--- src/logic/vid_ctrl_map.svh ---
// Offsets, codes and timing counts for the serial VID phase shedding controller
`ifndef VID_CTRL_MAP_SVH
`define VID_CTRL_MAP_SVH

// Reference codes are in 12.5 mV steps above zero
`define VC_REF_W 8
`define VC_VID_ZERO_STEPS 8'h7C
`define VC_VID_OFF_FIRST 7'h7C
`define VC_FIX_1V4 8'h70
`define VC_FIX_1V2 8'h60
`define VC_FIX_1V0 8'h50
`define VC_FIX_0V8 8'h40
`define VC_START_1V1 8'h58
`define VC_START_1V0 8'h50
`define VC_START_0V9 8'h48
`define VC_START_0V8 8'h40

// Phase count kept in power saving
`define VC_KEEP_TWO 2'h0
`define VC_KEEP_THREE 2'h1
`define VC_KEEP_ONE 2'h2

// PWM cycles between shed or add steps
`define VC_DLY_ONE 2'h0
`define VC_DLY_ZERO 2'h1
`define VC_DLY_TWO 2'h2
`define VC_DLY_FOUR 2'h3

// Reference step interval during ramps
`define VC_STEP_TIME_NS 1000
`define VC_CLK_PERIOD_NS 10
`define VC_STEP_CYCLES (`VC_STEP_TIME_NS / `VC_CLK_PERIOD_NS)

`endif

--- src/logic/vid_ctrl_pkg.sv ---
// Types for the serial VID phase shedding controller
package vid_ctrl_pkg;
  typedef enum logic [1:0] {
    ST_IDLE = 2'b00,
    ST_SOFT = 2'b01,
    ST_RUN = 2'b10,
    ST_DOWN = 2'b11
  } seq_state_t;

  typedef logic [7:0] ref_code_t;
endpackage : vid_ctrl_pkg

--- src/logic/ref_stepper.sv ---
// One plane reference stepping one code per tick toward its target
`timescale 1ns/100ps
`default_nettype none
module ref_stepper (
  input wire logic sys_clk,
  input wire logic rst,
  input wire logic tick,
  input wire vid_ctrl_pkg::ref_code_t target,
  output vid_ctrl_pkg::ref_code_t level_q,
  output logic at_target
);
  import vid_ctrl_pkg::*;

  ref_code_t level_d;

  assign at_target = (level_q == target);

  always_comb begin
    level_d = level_q;
    if (tick && (level_q < target)) begin
      level_d = level_q + 8'h01;
    end else if (tick && (level_q > target)) begin
      level_d = level_q - 8'h01;
    end
  end

  always_ff @(posedge sys_clk) begin
    if (rst) begin
      level_q <= 8'h00;
    end else begin
      level_q <= level_d;
    end
  end
endmodule : ref_stepper
`default_nettype wire

--- src/logic/serial_vid_phase_shed_ctrl.sv ---
// Plane reference sequencing, power good and phase shedding for a dual-plane regulator
//
// Behaviour
// [RULE_01] Fixed select high: strap levels 00/01/10/11 give 1.4/1.2/1.0/0.8 V.
// [RULE_02] Fixed-mode select and strap changes are followed while running.
// [RULE_03] After enable both plane references step gradually up to target.
// [RULE_04] Power good rises only after soft-start ends and planes regulate.
// [RULE_05] Enable falling ramps both plane references down to near zero.
// [RULE_06] Processor raises platform power ok only after power good is high.
// [RULE_07] Set-voltage command steps each addressed plane to the decoded code.
// [RULE_08] Code zero is 1.55 V, minus 12.5 mV per count; top four codes off.
// [RULE_09] Core plane off by command keeps power good; bridge stays active.
// [RULE_10] Platform power ok low returns both planes to held start-up code.
// [RULE_11] Platform power ok back high holds targets until a new command.
// [RULE_12] Power good lost in running state steps both planes down to zero.
// [RULE_13] Command bit 7 hint: zero requests power saving, one normal.
// [RULE_14] Power saving keeps two phases by default, or three or one.
// [RULE_15] Phases shed one after another downward starting from channel 4.
// [RULE_16] A shed phase tri-states only at its next PWM rising instant.
// [RULE_17] Shed spacing is one PWM cycle by default, or zero, two, four.
// [RULE_18] Hint one reactivates shed phases from the lowest numbered one.
// [RULE_19] A reactivated phase leaves tri-state at its next PWM rising instant.
// [RULE_20] Reactivation spacing is one PWM cycle by default, or zero, two, four.
// [RULE_21] New voltage with hint zero in saving: exit, step, then re-enter.
// [RULE_22] Core offset stays in power saving unless its removal is selected.
// [RULE_23] Fixed select low: start-up levels 00/01/10/11 give 1.1/1.0/0.9/0.8 V.
// [RULE_24] Start-up code latched on enable rise is both planes' initial target.
// [RULE_25] Shed timing uses the channel 1 PWM rising strobe (pwm_rise[0]) as cycle boundaries.
`timescale 1ns/100ps
`default_nettype none
`include "vid_ctrl_map.svh"
module serial_vid_phase_shed_ctrl #(
  parameter int NUM_PHASES = 4,
  parameter int STEP_CYCLES = `VC_STEP_CYCLES
) (
  input wire logic sys_clk,
  input wire logic rst,
  input wire logic enable,
  input wire logic fixed_voltage_select,
  input wire logic serial_vid_clock,
  input wire logic serial_vid_data,
  input wire logic platform_power_ok,
  input wire logic planes_in_regulation,
  input wire logic cmd_valid,
  input wire logic cmd_core_sel,
  input wire logic cmd_bridge_sel,
  input wire logic [6:0] serial_vid_code,
  input wire logic low_power_state_hint,
  input wire logic [NUM_PHASES-1:0] pwm_rise,
  input wire logic [1:0] shed_keep_sel,
  input wire logic [1:0] shed_delay_sel,
  input wire logic signed [7:0] core_offset,
  input wire logic offset_off_in_saving,
  output vid_ctrl_pkg::ref_code_t core_ref_q,
  output vid_ctrl_pkg::ref_code_t bridge_ref_q,
  output logic core_off_q,
  output logic outputs_power_good_q,
  output logic power_saving_q,
  output logic [NUM_PHASES-1:0] phase_on_q
);
  import vid_ctrl_pkg::*;

  function automatic ref_code_t strap_map(input logic fixed, input logic [1:0] lv);
    ref_code_t r;
    r = `VC_START_0V8;
    if (fixed) begin
      if (lv == 2'h0) r = `VC_FIX_1V4; // RULE_01
      else if (lv == 2'h1) r = `VC_FIX_1V2;
      else if (lv == 2'h2) r = `VC_FIX_1V0;
      else r = `VC_FIX_0V8;
    end else begin
      if (lv == 2'h0) r = `VC_START_1V1; // RULE_23
      else if (lv == 2'h1) r = `VC_START_1V0;
      else if (lv == 2'h2) r = `VC_START_0V9;
      else r = `VC_START_0V8;
    end
    return r;
  endfunction : strap_map

  function automatic logic [NUM_PHASES-1:0] top_bit(input logic [NUM_PHASES-1:0] v);
    logic [NUM_PHASES-1:0] r;
    r = '0;
    for (int i = 0; i < NUM_PHASES; i++) begin
      if (v[i]) r = NUM_PHASES'(1) << i;
    end
    return r;
  endfunction : top_bit

  // Pin synchronisers
  logic [5:0] sync1_q;
  logic [5:0] sync2_q;
  logic en_prev_q;
  logic pok_prev_q;
  wire en_s = sync2_q[0];
  wire fix_s = sync2_q[1];
  wire [1:0] strap_s = sync2_q[3:2];
  wire pok_s = sync2_q[4];
  wire inreg_s = sync2_q[5];
  wire en_rise = en_s && !en_prev_q;

  always_ff @(posedge sys_clk) begin
    if (rst) begin
      sync1_q <= 6'h00;
      sync2_q <= 6'h00;
      en_prev_q <= 1'b0;
      pok_prev_q <= 1'b0;
    end else begin
      sync1_q <= {planes_in_regulation, platform_power_ok, serial_vid_clock,
                  serial_vid_data, fixed_voltage_select, enable};
      sync2_q <= sync1_q;
      en_prev_q <= en_s;
      pok_prev_q <= pok_s;
    end
  end

  // Ramp tick divider
  logic [15:0] div_q;
  wire tick = (div_q == 16'(STEP_CYCLES - 1));

  always_ff @(posedge sys_clk) begin
    if (rst || tick) div_q <= 16'h0000;
    else div_q <= div_q + 16'h0001;
  end

  // Sequencer state and targets
  seq_state_t state_q, state_d;
  ref_code_t hold_q;
  ref_code_t tgt_core_q, tgt_core_d;
  ref_code_t tgt_bridge_q, tgt_bridge_d;
  ref_code_t stash_core_q, stash_core_d;
  ref_code_t stash_bridge_q, stash_bridge_d;
  logic stash_core_off_q, stash_core_off_d;
  logic core_off_d;
  logic save_d;
  logic vid_wait_q, vid_wait_d;
  logic resave_q, resave_d;
  ref_code_t core_lvl;
  ref_code_t bridge_lvl;
  logic core_at;
  logic bridge_at;

  wire down_mode = (state_q == ST_DOWN) || (state_q == ST_IDLE);
  wire [7:0] stp_core = down_mode ? 8'h00 : (core_off_q ? 8'h00 : tgt_core_q);
  wire [7:0] stp_bridge = down_mode ? 8'h00 : tgt_bridge_q;
  wire cmd_off = (serial_vid_code >= `VC_VID_OFF_FIRST); // RULE_08
  wire [7:0] cmd_ref = cmd_off ? 8'h00 : (`VC_VID_ZERO_STEPS - {1'b0, serial_vid_code});
  wire cmd_ok = (state_q == ST_RUN) && !fix_s && pok_s && cmd_valid; // RULE_10
  wire [7:0] new_core = cmd_core_sel ? cmd_ref : tgt_core_q;
  wire [7:0] new_bridge = cmd_bridge_sel ? cmd_ref : tgt_bridge_q;
  wire new_core_off = cmd_core_sel ? cmd_off : core_off_q;
  wire changes = (new_core != tgt_core_q) || (new_bridge != tgt_bridge_q)
                 || (new_core_off != core_off_q);
  wire all_on = (phase_on_q == {NUM_PHASES{1'b1}});

  ref_stepper u_core (
    .sys_clk(sys_clk),
    .rst(rst),
    .tick(tick),
    .target(stp_core),
    .level_q(core_lvl),
    .at_target(core_at)
  );

  ref_stepper u_bridge (
    .sys_clk(sys_clk),
    .rst(rst),
    .tick(tick),
    .target(stp_bridge),
    .level_q(bridge_lvl),
    .at_target(bridge_at)
  );

  always_comb begin
    state_d = state_q;
    tgt_core_d = tgt_core_q;
    tgt_bridge_d = tgt_bridge_q;
    core_off_d = core_off_q;
    save_d = power_saving_q;
    vid_wait_d = vid_wait_q;
    resave_d = resave_q;
    stash_core_d = stash_core_q;
    stash_bridge_d = stash_bridge_q;
    stash_core_off_d = stash_core_off_q;
    case (state_q)
      ST_IDLE: begin
        if (en_rise) begin
          tgt_core_d = strap_map(fix_s, strap_s); // RULE_24
          tgt_bridge_d = strap_map(fix_s, strap_s);
          core_off_d = 1'b0;
          save_d = 1'b0;
          vid_wait_d = 1'b0;
          resave_d = 1'b0;
          state_d = ST_SOFT; // RULE_03
        end
      end
      ST_SOFT: begin
        if (!en_s) state_d = ST_DOWN; // RULE_05
        else if (core_at && bridge_at && inreg_s) state_d = ST_RUN; // RULE_04
      end
      ST_RUN: begin
        if (!en_s || !inreg_s) begin
          state_d = ST_DOWN; // RULE_12
        end else if (fix_s) begin
          tgt_core_d = strap_map(1'b1, strap_s); // RULE_02
          tgt_bridge_d = strap_map(1'b1, strap_s);
          core_off_d = 1'b0;
        end else if (!pok_s) begin
          if (pok_prev_q) begin // RULE_11
            tgt_core_d = hold_q; // RULE_10
            tgt_bridge_d = hold_q;
            core_off_d = 1'b0;
            vid_wait_d = 1'b0;
            resave_d = 1'b0;
          end
        end else if (cmd_ok) begin
          if (!low_power_state_hint && power_saving_q && changes) begin
            save_d = 1'b0; // RULE_21
            vid_wait_d = 1'b1;
            resave_d = 1'b0;
            stash_core_d = new_core;
            stash_bridge_d = new_bridge;
            stash_core_off_d = new_core_off;
          end else if (vid_wait_q) begin
            stash_core_d = new_core;
            stash_bridge_d = new_bridge;
            stash_core_off_d = new_core_off;
          end else begin
            tgt_core_d = new_core; // RULE_07
            tgt_bridge_d = new_bridge;
            core_off_d = new_core_off; // RULE_09
            save_d = !low_power_state_hint; // RULE_13
            resave_d = 1'b0;
          end
        end else if (vid_wait_q && all_on) begin
          tgt_core_d = stash_core_q; // RULE_21
          tgt_bridge_d = stash_bridge_q;
          core_off_d = stash_core_off_q;
          vid_wait_d = 1'b0;
          resave_d = 1'b1;
        end else if (resave_q && core_at && bridge_at) begin
          save_d = 1'b1; // RULE_21
          resave_d = 1'b0;
        end
      end
      ST_DOWN: begin
        save_d = 1'b0;
        vid_wait_d = 1'b0;
        resave_d = 1'b0;
        if (!en_s && core_at && bridge_at) state_d = ST_IDLE;
      end
      default: state_d = ST_IDLE;
    endcase
  end

  always_ff @(posedge sys_clk) begin
    if (rst) begin
      state_q <= ST_IDLE;
      hold_q <= 8'h00;
      tgt_core_q <= 8'h00;
      tgt_bridge_q <= 8'h00;
      core_off_q <= 1'b0;
      power_saving_q <= 1'b0;
      vid_wait_q <= 1'b0;
      resave_q <= 1'b0;
      stash_core_q <= 8'h00;
      stash_bridge_q <= 8'h00;
      stash_core_off_q <= 1'b0;
    end else begin
      state_q <= state_d;
      if (en_rise) hold_q <= strap_map(1'b0, strap_s); // RULE_24
      tgt_core_q <= tgt_core_d;
      tgt_bridge_q <= tgt_bridge_d;
      core_off_q <= core_off_d;
      power_saving_q <= save_d;
      vid_wait_q <= vid_wait_d;
      resave_q <= resave_d;
      stash_core_q <= stash_core_d;
      stash_bridge_q <= stash_bridge_d;
      stash_core_off_q <= stash_core_off_d;
    end
  end

  // Outputs with core offset
  wire offset_on = !(power_saving_q && offset_off_in_saving); // RULE_22
  wire signed [9:0] core_sum = $signed({2'b00, core_lvl})
                               + (offset_on ? 10'(core_offset) : 10'sh000);
  wire [7:0] core_out = (core_lvl == 8'h00) ? 8'h00
                        : (core_sum < 10'sh000) ? 8'h00
                        : (core_sum > 10'sh0FF) ? 8'hFF : core_sum[7:0];

  always_ff @(posedge sys_clk) begin
    if (rst) begin
      core_ref_q <= 8'h00;
      bridge_ref_q <= 8'h00;
      outputs_power_good_q <= 1'b0;
    end else begin
      core_ref_q <= core_out;
      bridge_ref_q <= bridge_lvl;
      outputs_power_good_q <= (state_d == ST_RUN); // RULE_04 RULE_09
    end
  end

  // Phase shedding sequencer
  logic [NUM_PHASES-1:0] keep_mask;
  logic [2:0] dly_cycles;
  logic [2:0] wait_q;
  assign keep_mask = (shed_keep_sel == `VC_KEEP_THREE) ? NUM_PHASES'(7) // RULE_14
                   : (shed_keep_sel == `VC_KEEP_ONE) ? NUM_PHASES'(1) : NUM_PHASES'(3);
  assign dly_cycles = (shed_delay_sel == `VC_DLY_ZERO) ? 3'h0 // RULE_17 RULE_20
                    : (shed_delay_sel == `VC_DLY_TWO) ? 3'h2
                    : (shed_delay_sel == `VC_DLY_FOUR) ? 3'h4 : 3'h1;
  wire saving_eff = power_saving_q && (state_q == ST_RUN);
  wire [NUM_PHASES-1:0] want_mask = saving_eff ? keep_mask : {NUM_PHASES{1'b1}};
  wire [NUM_PHASES-1:0] sheddable = phase_on_q & ~want_mask;
  wire [NUM_PHASES-1:0] addable = ~phase_on_q & want_mask;
  wire [NUM_PHASES-1:0] hi_shed = top_bit(sheddable); // RULE_15
  wire [NUM_PHASES-1:0] lo_add = addable & (~addable + NUM_PHASES'(1)); // RULE_18
  wire no_dly = (dly_cycles == 3'h0);
  wire [NUM_PHASES-1:0] shed_go = (no_dly ? sheddable : (wait_q == 3'h0 ? hi_shed : '0))
                                  & pwm_rise; // RULE_16
  wire [NUM_PHASES-1:0] add_go = (no_dly ? addable : (wait_q == 3'h0 ? lo_add : '0))
                                 & pwm_rise; // RULE_19
  wire stepped = |(shed_go | add_go);

  always_ff @(posedge sys_clk) begin
    if (rst) begin
      phase_on_q <= {NUM_PHASES{1'b1}};
      wait_q <= 3'h0;
    end else begin
      phase_on_q <= (phase_on_q & ~shed_go) | add_go;
      if (stepped) wait_q <= dly_cycles; // RULE_17 RULE_20
      else if (pwm_rise[0] && wait_q != 3'h0) wait_q <= wait_q - 3'h1; // RULE_25
    end
  end
endmodule : serial_vid_phase_shed_ctrl
`default_nettype wire

--- config.mk ---
export PLATFORM = sky130hd
export DESIGN_NAME = serial_vid_phase_shed_ctrl
export DESIGN_NICKNAME = d
export VERILOG_FILES = /design/src/logic/vid_ctrl_pkg.sv /design/src/logic/ref_stepper.sv /design/src/logic/serial_vid_phase_shed_ctrl.sv
export VERILOG_INCLUDE_DIRS = /design/src /design/src/logic
export SDC_FILE = /design/constraint.sdc
export NUM_CORES = 1
export LEC_CHECK = 0
export BUFFER_PORTS_ARGS = -buffer_cell sky130_fd_sc_hd__buf_2
export CAP_MARGIN = 30
export CORE_ASPECT_RATIO = 2
export CORE_MARGIN = 3
export CORE_UTILIZATION = 60
export CTS_CLUSTER_SIZE = 8
export DETAILED_ROUTE_END_ITERATION = 10
export PLACE_DENSITY_LB_ADDON = 0.12
export SETUP_SLACK_MARGIN = 0.05
export SLEW_MARGIN = 20
export SYNTH_ARGS = -nofsm -noshare
export SYNTH_HDL_FRONTEND = slang
export SYNTH_SLANG_ARGS = --single-unit
--- constraint.sdc ---
create_clock -name sys_clk -period 5.28 [get_ports sys_clk]
set_clock_uncertainty 0.05 [all_clocks]
set_input_delay 0.264 -clock sys_clk [delete_from_list [all_inputs] [get_ports sys_clk]]
set_output_delay 0.264 -clock sys_clk [all_outputs]
set_load 0.05 [all_outputs]
; After elaboration in Yosys (flattened, before gate mapping)
; Cells that the tools add are included.
[totals]
inputBits = 36
output_inout_bits = 23
regBits = 117
[classes]
addsub = 9
eq_ne = 34
muxes = 101
magnitude_cmp = 7
reduce_logical = 49
bitwise = 14
[ops]
columns = cell, count
row1 = two-way mux 8 bit, 31
row2 = two-way mux 4 bit, 9
row3 = two-way mux 1 bit, 35
row4 = one-hot mux 8 bit (2 select lines), 2
row5 = AND 4 bit, 6
row6 = AND reduction 7 bit, 3
row7 = logical AND 1 bit, 20
row8 = two-way mux 3 bit, 6
row9 = two-way mux 6 bit, 3
row10 = "adder 16 x 1 -> 16 bit, second input constant", 1
row11 = "adder 8 x 1 -> 8 bit, second input constant", 2
row12 = "equality test 16 x 7 -> 1 bit, second input constant", 1
row13 = equality test 8 bit, 2
row14 = greater-than comparator 8 bit, 2
row15 = less-than comparator 8 bit, 2
row16 = inequality test 8 bit, 2
row17 = inverter 4 bit, 4
row18 = "subtractor 8 x 1 -> 8 bit, second input constant", 2
row19 = two-way mux 5 bit, 3
row20 = "equality test 2 bit, second input constant", 7
row21 = two-way mux 2 bit, 6
row22 = "inequality test 4 x 3 -> 1 bit, second input constant", 3
row23 = adder 9 x 10 -> 10 bit, 1
row24 = "greater-than comparator 10 x 9 -> 1 bit, second input constant", 1
row25 = 32 further kinds, 60

; Logic depth before layout (Yosys ltp)
; Gate-level depths: netlist of the first run.
[logic_depth]
word_depth = 16
ltp_mapped = 23
ltp_nobuf = 20

; Cells and area by module
; From an unflattened synthesis of the first run, not the netlist that was laid out.
[unflattened]
cells_unflattened = 873
hier_area_um2 = 7168.1
[modules_own_cells]
columns = module, area_per_inst_um2, cells_each, instances
row1 = serial_vid_phase_shed_ctrl, 5441.5, 669, 1
row2 = ref_stepper, 863.3, 102, 2

; Least setup slack after synthesis of the first run
; No wires, ideal clock.
[synth_timing]
kind = register to register
start = reg state_q[0]
end = reg u_core.level_q[7]
path_slack_ns = 0.923
setup_time_ns = 0.128
period_less_slack_ns = 4.357
path_stages_with_launch = 23
arrival_ns = 4.179
cell_sequence = dfxtp_1 > inv_1 > ha_1 > clkbuf_1 > nor2b_1 > clkbuf_1 > nand2_1 > ha_1 > a21o_1 > a21o_1 > a211oi_1 > and2_1 > clkbuf_1 > inv_1 > ha_1 > a21o_1 > a21oi_1 > nor2b_1 > o21a_1 > o41a_1 > mux2i_1 > xnor2_1 > nor2_1
[synth_via]
elab_chain_cells = 6
[synth_lines]
columns = element, line_no
row1 = "start, declared", serial_vid_phase_shed_ctrl.sv:126  ; seq_state_t state_q, state_d;
row2 = "start signal, assigned", serial_vid_phase_shed_ctrl.sv:269  ; state_q <= state_d;
row3 = equality test 2 bit or zero test 2 bit (tied branches), serial_vid_phase_shed_ctrl.sv:142  ; wire down_mode = (state_q == ST_DOWN) || (state_q == ST_IDLE);
row4 = logical OR 1 bit (*), serial_vid_phase_shed_ctrl.sv:142
row5 = two-way mux 8 bit (*), serial_vid_phase_shed_ctrl.sv:143  ; wire [7:0] stp_core = down_mode ? 8'h00 : (core_off_q ? 8'h00 : tgt_core_q);
row6 = less-than comparator 8 bit or greater-than comparator 8 bit (tied branches), "ref_stepper.sv:20, ref_stepper.sv:22"
row7 = "logical AND 1 bit, on equally long branches", "ref_stepper.sv:20, ref_stepper.sv:22"
row8 = two-way mux 8 bit or nonzero test 2 bit (tied branches), --
row9 = "end signal, assigned", ref_stepper.sv:31  ; level_q <= level_d;
row10 = "end, declared", ref_stepper.sv:9  ; output vid_ctrl_pkg::ref_code_t level_q,
; Mark *: on every way between the ends. The rest lies on a longest branch, timed or not.
; A chain may end at the register's enable or synchronous reset.

; Worst setup path in the final report of the first run
; Ends and elaborated chain as after synthesis.

==> flow_metrics.env, run 1 <==
export IMPL_outcome="finished clean"
export IMPL_yosysSeqAreaShare=0.3340
export IMPL_synth_cells=821
export IMPL_grt_usage=0.2836
export IMPL_setup_viol=0
export IMPL_cts_hold_buffers=0
export IMPL_rr_startpoint="state_q[0]$_SDFF_PP0_"
export IMPL_peakVddDrop_mv=0.2630
export IMPL_numCtsBuffers=9
export IMPL_cts_tree="yes"
export IMPL_die_x_um=80.80
export IMPL_route_detailed_drc=0
export IMPL_synth_nets=906
export IMPL_insertion_delay_ns=0.35
export IMPL_hold_path_class="input pin to flip-flop"
export IMPL_cap_viol_max_count=0
export IMPL_pwr_density_cell_mw_per_mm2=262.1
export IMPL_fillers=949
export IMPL_preCtsSetupSlack_ns=0.6536
export IMPL_dpl_cell_area_sq_mm=0.007049
export IMPL_num_vias=6134
export IMPL_max_stage_delay_ns=0.46
export IMPL_layout_worst_path_cycle_share=0.8871
export IMPL_dieArea_sq_mm=0.01257
export IMPL_routed_via_density=6.140
export IMPL_yosys_warnings=0
export IMPL_rr_endpoint="u_core.level_q[7]$_SDFFE_PP0P_"
export IMPL_synth_async_reset_ratio=0
export IMPL_grt_ovfl_total=0
export IMPL_crit_path_end_kind="flip-flop"
export IMPL_ios=59
export IMPL_fin_ws_ns=0.5963
export IMPL_drv_slew=0
export IMPL_tns_ns=0
export IMPL_critPathKind="flip-flop to flip-flop"
export IMPL_cts_max_level=3
export IMPL_synth_distinct_cells=62
export IMPL_fp_dieH_um=155.6
export IMPL_avgSynthCellArea_sq_um=8.178
export IMPL_initial_core_util=0.6134
export IMPL_dp_hpwl_um=12820
export IMPL_antenna_found_initial=0
export IMPL_rows=54
export IMPL_crit_required_ns=5.46
export IMPL_crit_chain="inv_1, ha_1, nor2b_1, nand2_1, ha_1, a21o_1, a21o_1, a211oi_1, and2_1, inv_1, ha_1, a21o_1, a21oi_1, nor2b_1, o21a_1, o41a_1, mux2i_1, xnor2_1, nor2_1"
export IMPL_max_slew_margin=0.3786
export IMPL_detail_route_antenna_nets=0
export IMPL_first_pass_iters=6
export IMPL_synth_seq_cells=112
export IMPL_power_leakage_nw=3.027
export IMPL_grt_max_degree=68
export IMPL_cts_clk_slew_worst_paths_ns=0.07
export IMPL_cp_endpoint="u_core.level_q[7]$_SDFFE_PP0P_"
export IMPL_wl_per_cell_um=17.32
export IMPL_layout_common_cells="dfxtp_1 (112), nor2_1 (77), a21oi_1 (72)"
export IMPL_reg2reg_setup_slack_ns=0.60
export IMPL_crit_fanout=10
export IMPL_antenna_cells=0
export IMPL_fmax_mhz=213.5
export IMPL_ys_flop_type="dfxtp_1"
export IMPL_core_area_sq_mm=0.01095
export IMPL_netlist_area_leader_share=0.3340
export IMPL_hold_violations=0
export IMPL_portBuffers=58
export IMPL_synth_edf_count=0
export IMPL_worst_pin_slew_ns=0.9271
export IMPL_nets=939
export IMPL_netlist_area_sq_mm=0.006714
export IMPL_cts_root_buffer_cell="clkbuf_16"
export IMPL_cts_sinks=112
export IMPL_drive_above_1_share=0.1071
export IMPL_arrival_ns=4.86
export IMPL_synthTopCellsByArea="dfxtp_1 (33%), ha_1 (8.6%), a21oi_1 (5.4%)"
export IMPL_wirelength_um=17310
export IMPL_critical_path_slowest_cell="nor2b_1"
export IMPL_yosys_area_top_type="dfxtp_1"
export IMPL_cts_buffer_depth=2
export IMPL_postCtsSetupBuffers=0
export IMPL_drt_iter0_drc=334
export IMPL_cts_resized=0
export IMPL_grt_pass1_vias=6083
export IMPL_final_min_clock_period_ns=4.684
export IMPL_rsz0062_at_grt="false"
export IMPL_worst_r2r_path_depth=19
export IMPL_grt_pass1_wl_um=28280
export IMPL_cp_startpoint="state_q[0]$_SDFF_PP0_"
export IMPL_final_common_cell="dfxtp_1"
export IMPL_place_congestion=0.8838
export IMPL_crit_path_start_kind="flip-flop"
export IMPL_syn_to_final_growth_pct=9.840
export IMPL_fin_area_sq_mm=0.007375
export IMPL_total_power_mw=1.933
[kinds of logic after synthesis]
family / synth area share
AND/OR/NAND/NOR: 0.2438
AO/OA/AOI/OAI: 0.2005
flip-flops: 0.3340
buffers and inverters: 0.04118
adder cells (fa/ha/maj): 0.09467
XOR/XNOR: 0.05088
multiplexers: 0.03503
[sequential cells by signal, summed over array words and instances (netlist names)]
register and flops:
bridge_ref_q 8, core_off_q 1, core_ref_q 8, div_q 16, en_prev_q 1, hold_q 3, outputs_power_good_q 1, phase_on_q 4
pok_prev_q 1, power_saving_q 1, resave_q 1, stash_bridge_q 8, stash_core_off_q 1, stash_core_q 8, state_q 2, sync1_q 6
sync2_q 6, tgt_bridge_q 8, tgt_core_q 8, u_bridge.level_q 8, u_core.level_q 8, vid_wait_q 1, wait_q 3
[report_power, final]
part	switching, mW	total, mW	leakage [nW]	internal [mW]
Combinational	0.183	0.298	1.96	0.115
Clock	0.320	0.737	0.156	0.417
Sequential	0.0289	0.898	0.908	0.869
Total	0.532	1.93	3.03	1.40
[per-layer routing]
layer / GRT usage / part of all wire / vias up
met5: 0 / 0 / -
li1: - / - / 3006
met3: 0.03237 / 0.037 / 46
met1: 0.2960 / 0.37 / 2891
met4: 0.1410 / 0.043 / 0
met2: 0.5371 / 0.55 / 191
[stage by stage]
step,utilization,hold slack (ns),std cells
floorplan,-,0.3326,821
global route,0.6738,0.09126,999
finish,0.6738,0.07471,999
CTS,0.6733,0.07154,998
detailed placement,0.6440,0.3745,982
global placement,0.6440,0.3709,982
[worst min-delay path by stage]
stage                                     start                       end  slack [ns]  cells after the start
after detailed placement  sync1_q[1]$_SDFF_PP0_     sync2_q[1]$_SDFF_PP0_        0.37                      1
final                      fixed_voltage_select     sync1_q[1]$_SDFF_PP0_        0.07                      2
after CTS                  fixed_voltage_select     sync1_q[1]$_SDFF_PP0_        0.07                      2
after global placement    sync1_q[1]$_SDFF_PP0_     sync2_q[1]$_SDFF_PP0_        0.37                      1
after floorplan                     pwm_rise[0]  phase_on_q[0]$_SDFF_PP1_        0.33                      1
after global routing       fixed_voltage_select     sync1_q[1]$_SDFF_PP0_        0.09                      2
[Yosys cell counts, types with 6 or more instances]
library cell,n
xnor2_1,25
nor2_1,77
nand3_1,27
mux2i_1,21
nand2b_1,12
nor4_1,7
o22a_1,6
and3_1,11
nor2b_1,35
a31oi_1,10
xor2_1,14
inv_1,31
nor3b_1,6
nand2_1,59
a21o_1,13
o21a_1,7
a21oi_1,72
ha_1,46
o211ai_1,6
clkbuf_1,30
o21ai_0,40
nor3_1,18
or3_1,12
dfxtp_1,112
nand3b_1,9
a211oi_1,22
nand4_1,11
buf_1,6
and2_1,12
[worst max-delay path: cells and delay by family, from the launching register on]
family | cells | cell delay (ns)
muxes | 1 | 0.18
adders and majority gates | 3 | 1.06
AOI/OAI and AO/OA | 7 | 1.50
DFF | 1 | 0.42
buffers and inverters | 2 | 0.26
xor gates and xnor gates | 1 | 0.14
and+or+nand+nor | 5 | 0.96
[area by class of cell]
cell class,count,area [sq um],area share
clock buffer,9,225.2,0.03054
clock inverter,7,95.09,0.01289
inverter,31,116.4,0.01578
multi-input combinational,637,4195,0.5689
sequential,112,2242,0.3040
tap,140,175.2,0.02375
timing repair buffer,63,325.3,0.04411
Power figures use the tool's default switching activity.
==> run 2: changes to the inputs <==
--- a/config.mk
+++ b/config.mk
@@ -10,7 +10,7 @@
 export CAP_MARGIN = 30
 export CORE_ASPECT_RATIO = 2
 export CORE_MARGIN = 3
-export CORE_UTILIZATION = 60
+export CORE_UTILIZATION = 54
 export CTS_CLUSTER_SIZE = 8
 export DETAILED_ROUTE_END_ITERATION = 10
 export PLACE_DENSITY_LB_ADDON = 0.12
@@ -18,4 +18,5 @@
 export SLEW_MARGIN = 20
 export SYNTH_ARGS = -nofsm -noshare
 export SYNTH_HDL_FRONTEND = slang
+export SYNTH_HIERARCHICAL = 1
 export SYNTH_SLANG_ARGS = --single-unit
==> constraint.sdc (replaced) <==
create_clock -name sys_clk -period 5.32 [get_ports sys_clk]
set_clock_uncertainty 0.05 [all_clocks]
set_input_delay 0.266 -clock sys_clk [delete_from_list [all_inputs] [get_ports sys_clk]]
set_output_delay 0.266 -clock sys_clk [all_outputs]
set_load 0.05 [all_outputs]
==> run 2 against run 1 <==
Non-clock buffer count down 1. Wire length is 11% higher. Count of clock-buffer cells in the layout stayed put. First-iteration DRC count down 7.8%. Die area rose by 18%. Largest cell class unchanged.
==> flow_metrics.env, run 2 <==
export IMPL_wirelength_um=19170
export IMPL_yosys_area_top_type="dfxtp_1"
export IMPL_setup_viol=0
export IMPL_synth_nets=958
export IMPL_hold_violations=0
export IMPL_use_met1=0.2685
export IMPL_antenna_found_initial=0
export IMPL_busiest_layer="met2"
export IMPL_initial_core_util=0.5517
export IMPL_yosysMostFrequentCell="dfxtp_1"
export IMPL_fillers=1166
export IMPL_cap_viol_max_count=0
export IMPL_cts_clk_slew_worst_paths_ns=0.08
export IMPL_place_congestion=0.9600
export IMPL_cts_max_level=3
export IMPL_insertion_delay_ns=0.36
export IMPL_final_common_cell="dfxtp_1"
export IMPL_drive_above_1_share=0.1101
export IMPL_dpl_cell_area_sq_mm=0.007515
export IMPL_cts_tree="yes"
export IMPL_final_min_clock_period_ns=4.316
export IMPL_cts_hold_buffers=0
export IMPL_antenna_cells=0
export IMPL_largest_reg_flops=16
export IMPL_cts_sinks=112
export IMPL_first_pass_iters=5
export IMPL_detail_route_antenna_nets=0
export IMPL_synth_cells=873
export IMPL_use_met3=0.03848
export IMPL_route_detailed_drc=0
export IMPL_netlist_area_sq_mm=0.007168
export IMPL_portBuffers=58
export IMPL_grt_pass1_vias=6558
export IMPL_layout_common_cells="dfxtp_1 (112), nor2_1 (88), a21oi_1 (77)"
export IMPL_synthTopCellsByArea="dfxtp_1 (31%), ha_1 (8.0%), a21oi_1 (5.4%)"
export IMPL_ios=59
export IMPL_use_met2=0.4888
export IMPL_nets=997
export IMPL_netlist_area_leader_share=0.3128
export IMPL_synth_common_cells="dfxtp_1 (112), nor2_1 (88), a21oi_1 (77)"
export IMPL_regArea_sq_mm=0.002242
export IMPL_power_leakage_nw=3.275
export IMPL_crit_fanout=10
export IMPL_crit_required_ns=5.57
export IMPL_drt_iter0_drc=308
export IMPL_arrival_ns=4.56
export IMPL_die_x_um=87.47
export IMPL_worst_r2r_path_depth=16
export IMPL_min_delay_path_depth=2
export IMPL_core_area_sq_mm=0.01299
export IMPL_synth_distinct_cells=70
export IMPL_rows=59
export IMPL_layout_worst_path_cycle_share=0.8112
export IMPL_crit_path_start_kind="flip-flop"
export IMPL_num_vias=6546
export IMPL_yosys_warnings=6
export IMPL_synth_edf_count=0
export IMPL_largest_register="div_q"
export IMPL_postCtsSetupBuffers=0
export IMPL_outcome="finished clean"
export IMPL_crit_path_end_kind="flip-flop"
export IMPL_grt_ovfl_total=0
export IMPL_rsz0062_at_grt="false"
export IMPL_fp_dieH_um=168.9
export IMPL_synth_async_reset_ratio=0
export IMPL_worst_pin_slew_ns=0.9476
export IMPL_yosysSeqAreaShare=0.3128
export IMPL_grt_usage=0.2615
export IMPL_synth_seq_cells=112
export IMPL_cts_resized=0
export IMPL_pwr_density_cell_mw_per_mm2=235.2
export IMPL_cts_root_buffer_cell="clkbuf_16"
export IMPL_multi_input_area_sq_mm=0.004558
export IMPL_max_slew_margin=0.3683
export IMPL_tns_ns=0
export IMPL_avgSynthCellArea_sq_um=8.211
export IMPL_peakVddDrop_mv=0.1950
export IMPL_grt_max_degree=58
export IMPL_cts_buffer_depth=2
export IMPL_grt_pass1_wl_um=30930
export IMPL_dieArea_sq_mm=0.01478
export IMPL_wl_per_cell_um=17.93
export IMPL_critPathKind="flip-flop to flip-flop"
export IMPL_dp_hpwl_um=14610
export IMPL_ys_flop_type="dfxtp_1"
export IMPL_fmax_mhz=231.7
export IMPL_drv_slew=0
export IMPL_hold_path_class="input pin to flip-flop"
export IMPL_fin_area_sq_mm=0.007834
export IMPL_syn_to_final_growth_pct=9.286
export IMPL_numCtsBuffers=9
export IMPL_routed_via_density=6.123
[run 2: final timing paths]
kind	from	end	slack, ns
hold reg to reg	sync1_q[5]$_SDFF_PP0_	sync2_q[5]$_SDFF_PP0_	0.39
setup reg to reg	state_q[0]$_SDFF_PP0_	u_core/level_q[7]$_SDFFE_PP0P_	1.00
setup / recovery	state_q[0]$_SDFF_PP0_	u_core/level_q[7]$_SDFFE_PP0P_	1.00
hold / removal	fixed_voltage_select	sync1_q[1]$_SDFF_PP0_	0.06
[run 2: layer usage]
metal  up-vias  share of wire  routed length [um]
met1      3073           0.37                7047
li1       3210              -                   -
met4         0          0.054                1035
met2       198           0.54               10450
met3        65          0.033                 637
met5         -              0                   0
[run 2: kinds of logic after synthesis]
family,after synthesis,synth area share
DFF,112,0.3128
muxes,29,0.04224
and+or+nand+nor,333,0.2424
AOI/OAI and AO/OA,225,0.2210
buffers and inverters,91,0.05132
adders and majority gates,49,0.08867
xor gates and xnor gates,34,0.04154
[run 2: cell type report]
cell class              instances  share of cell area
flip-flops and latches        112              0.2862
clock inverters                 7            0.009423
repair buffers                 62             0.04217
inverters                      57             0.02731
multi-input cells             670              0.5819
well taps                     152             0.02428
clock buffers                   9             0.02875
[run 2: power breakdown]
part	leakage (nW)	internal [mW]	total [mW]	switching, mW
Clock	0.143	0.331	0.679	0.347
Sequential	0.907	0.859	0.880	0.0209
Combinational	2.22	0.113	0.284	0.171
Total	3.28	1.30	1.84	0.539
[run 2: metrics by stage]
stage / cells / total power, mW / util / hold WS (ns) / worst slack (ns)
3_3_place_gp: 1051 / 1.172 / 0.5780 / 0.3671 / 1.211
4_1_cts: 1068 / 1.854 / 0.6014 / 0.06196 / 0.9956
3_5_place_dp: 1052 / 1.181 / 0.5784 / 0.3783 / 1.022
5_1_grt: 1069 / 1.921 / 0.6029 / 0.06831 / 0.6627
2_1_floorplan: 873 / 1.101 / - / 0.3345 / 1.566
6_report: 1069 / 1.843 / 0.6029 / 0.06466 / 1.004
[run 2: critical path, cell delays in order, from the launching register on]
cell and delay (ns):
dfxtp_1 0.42, inv_1 0.10, ha_1 0.46, nor2b_1 0.37, and2_1 0.18, inv_1 0.05
ha_1 0.31, nor2b_4 0.14, o211ai_4 0.20, a21oi_1 0.14, nand2b_1 0.31, ha_1 0.41
a21oi_1 0.21, a21oi_1 0.11, or2_2 0.33, a2111o_1 0.39, nand4_1 0.08
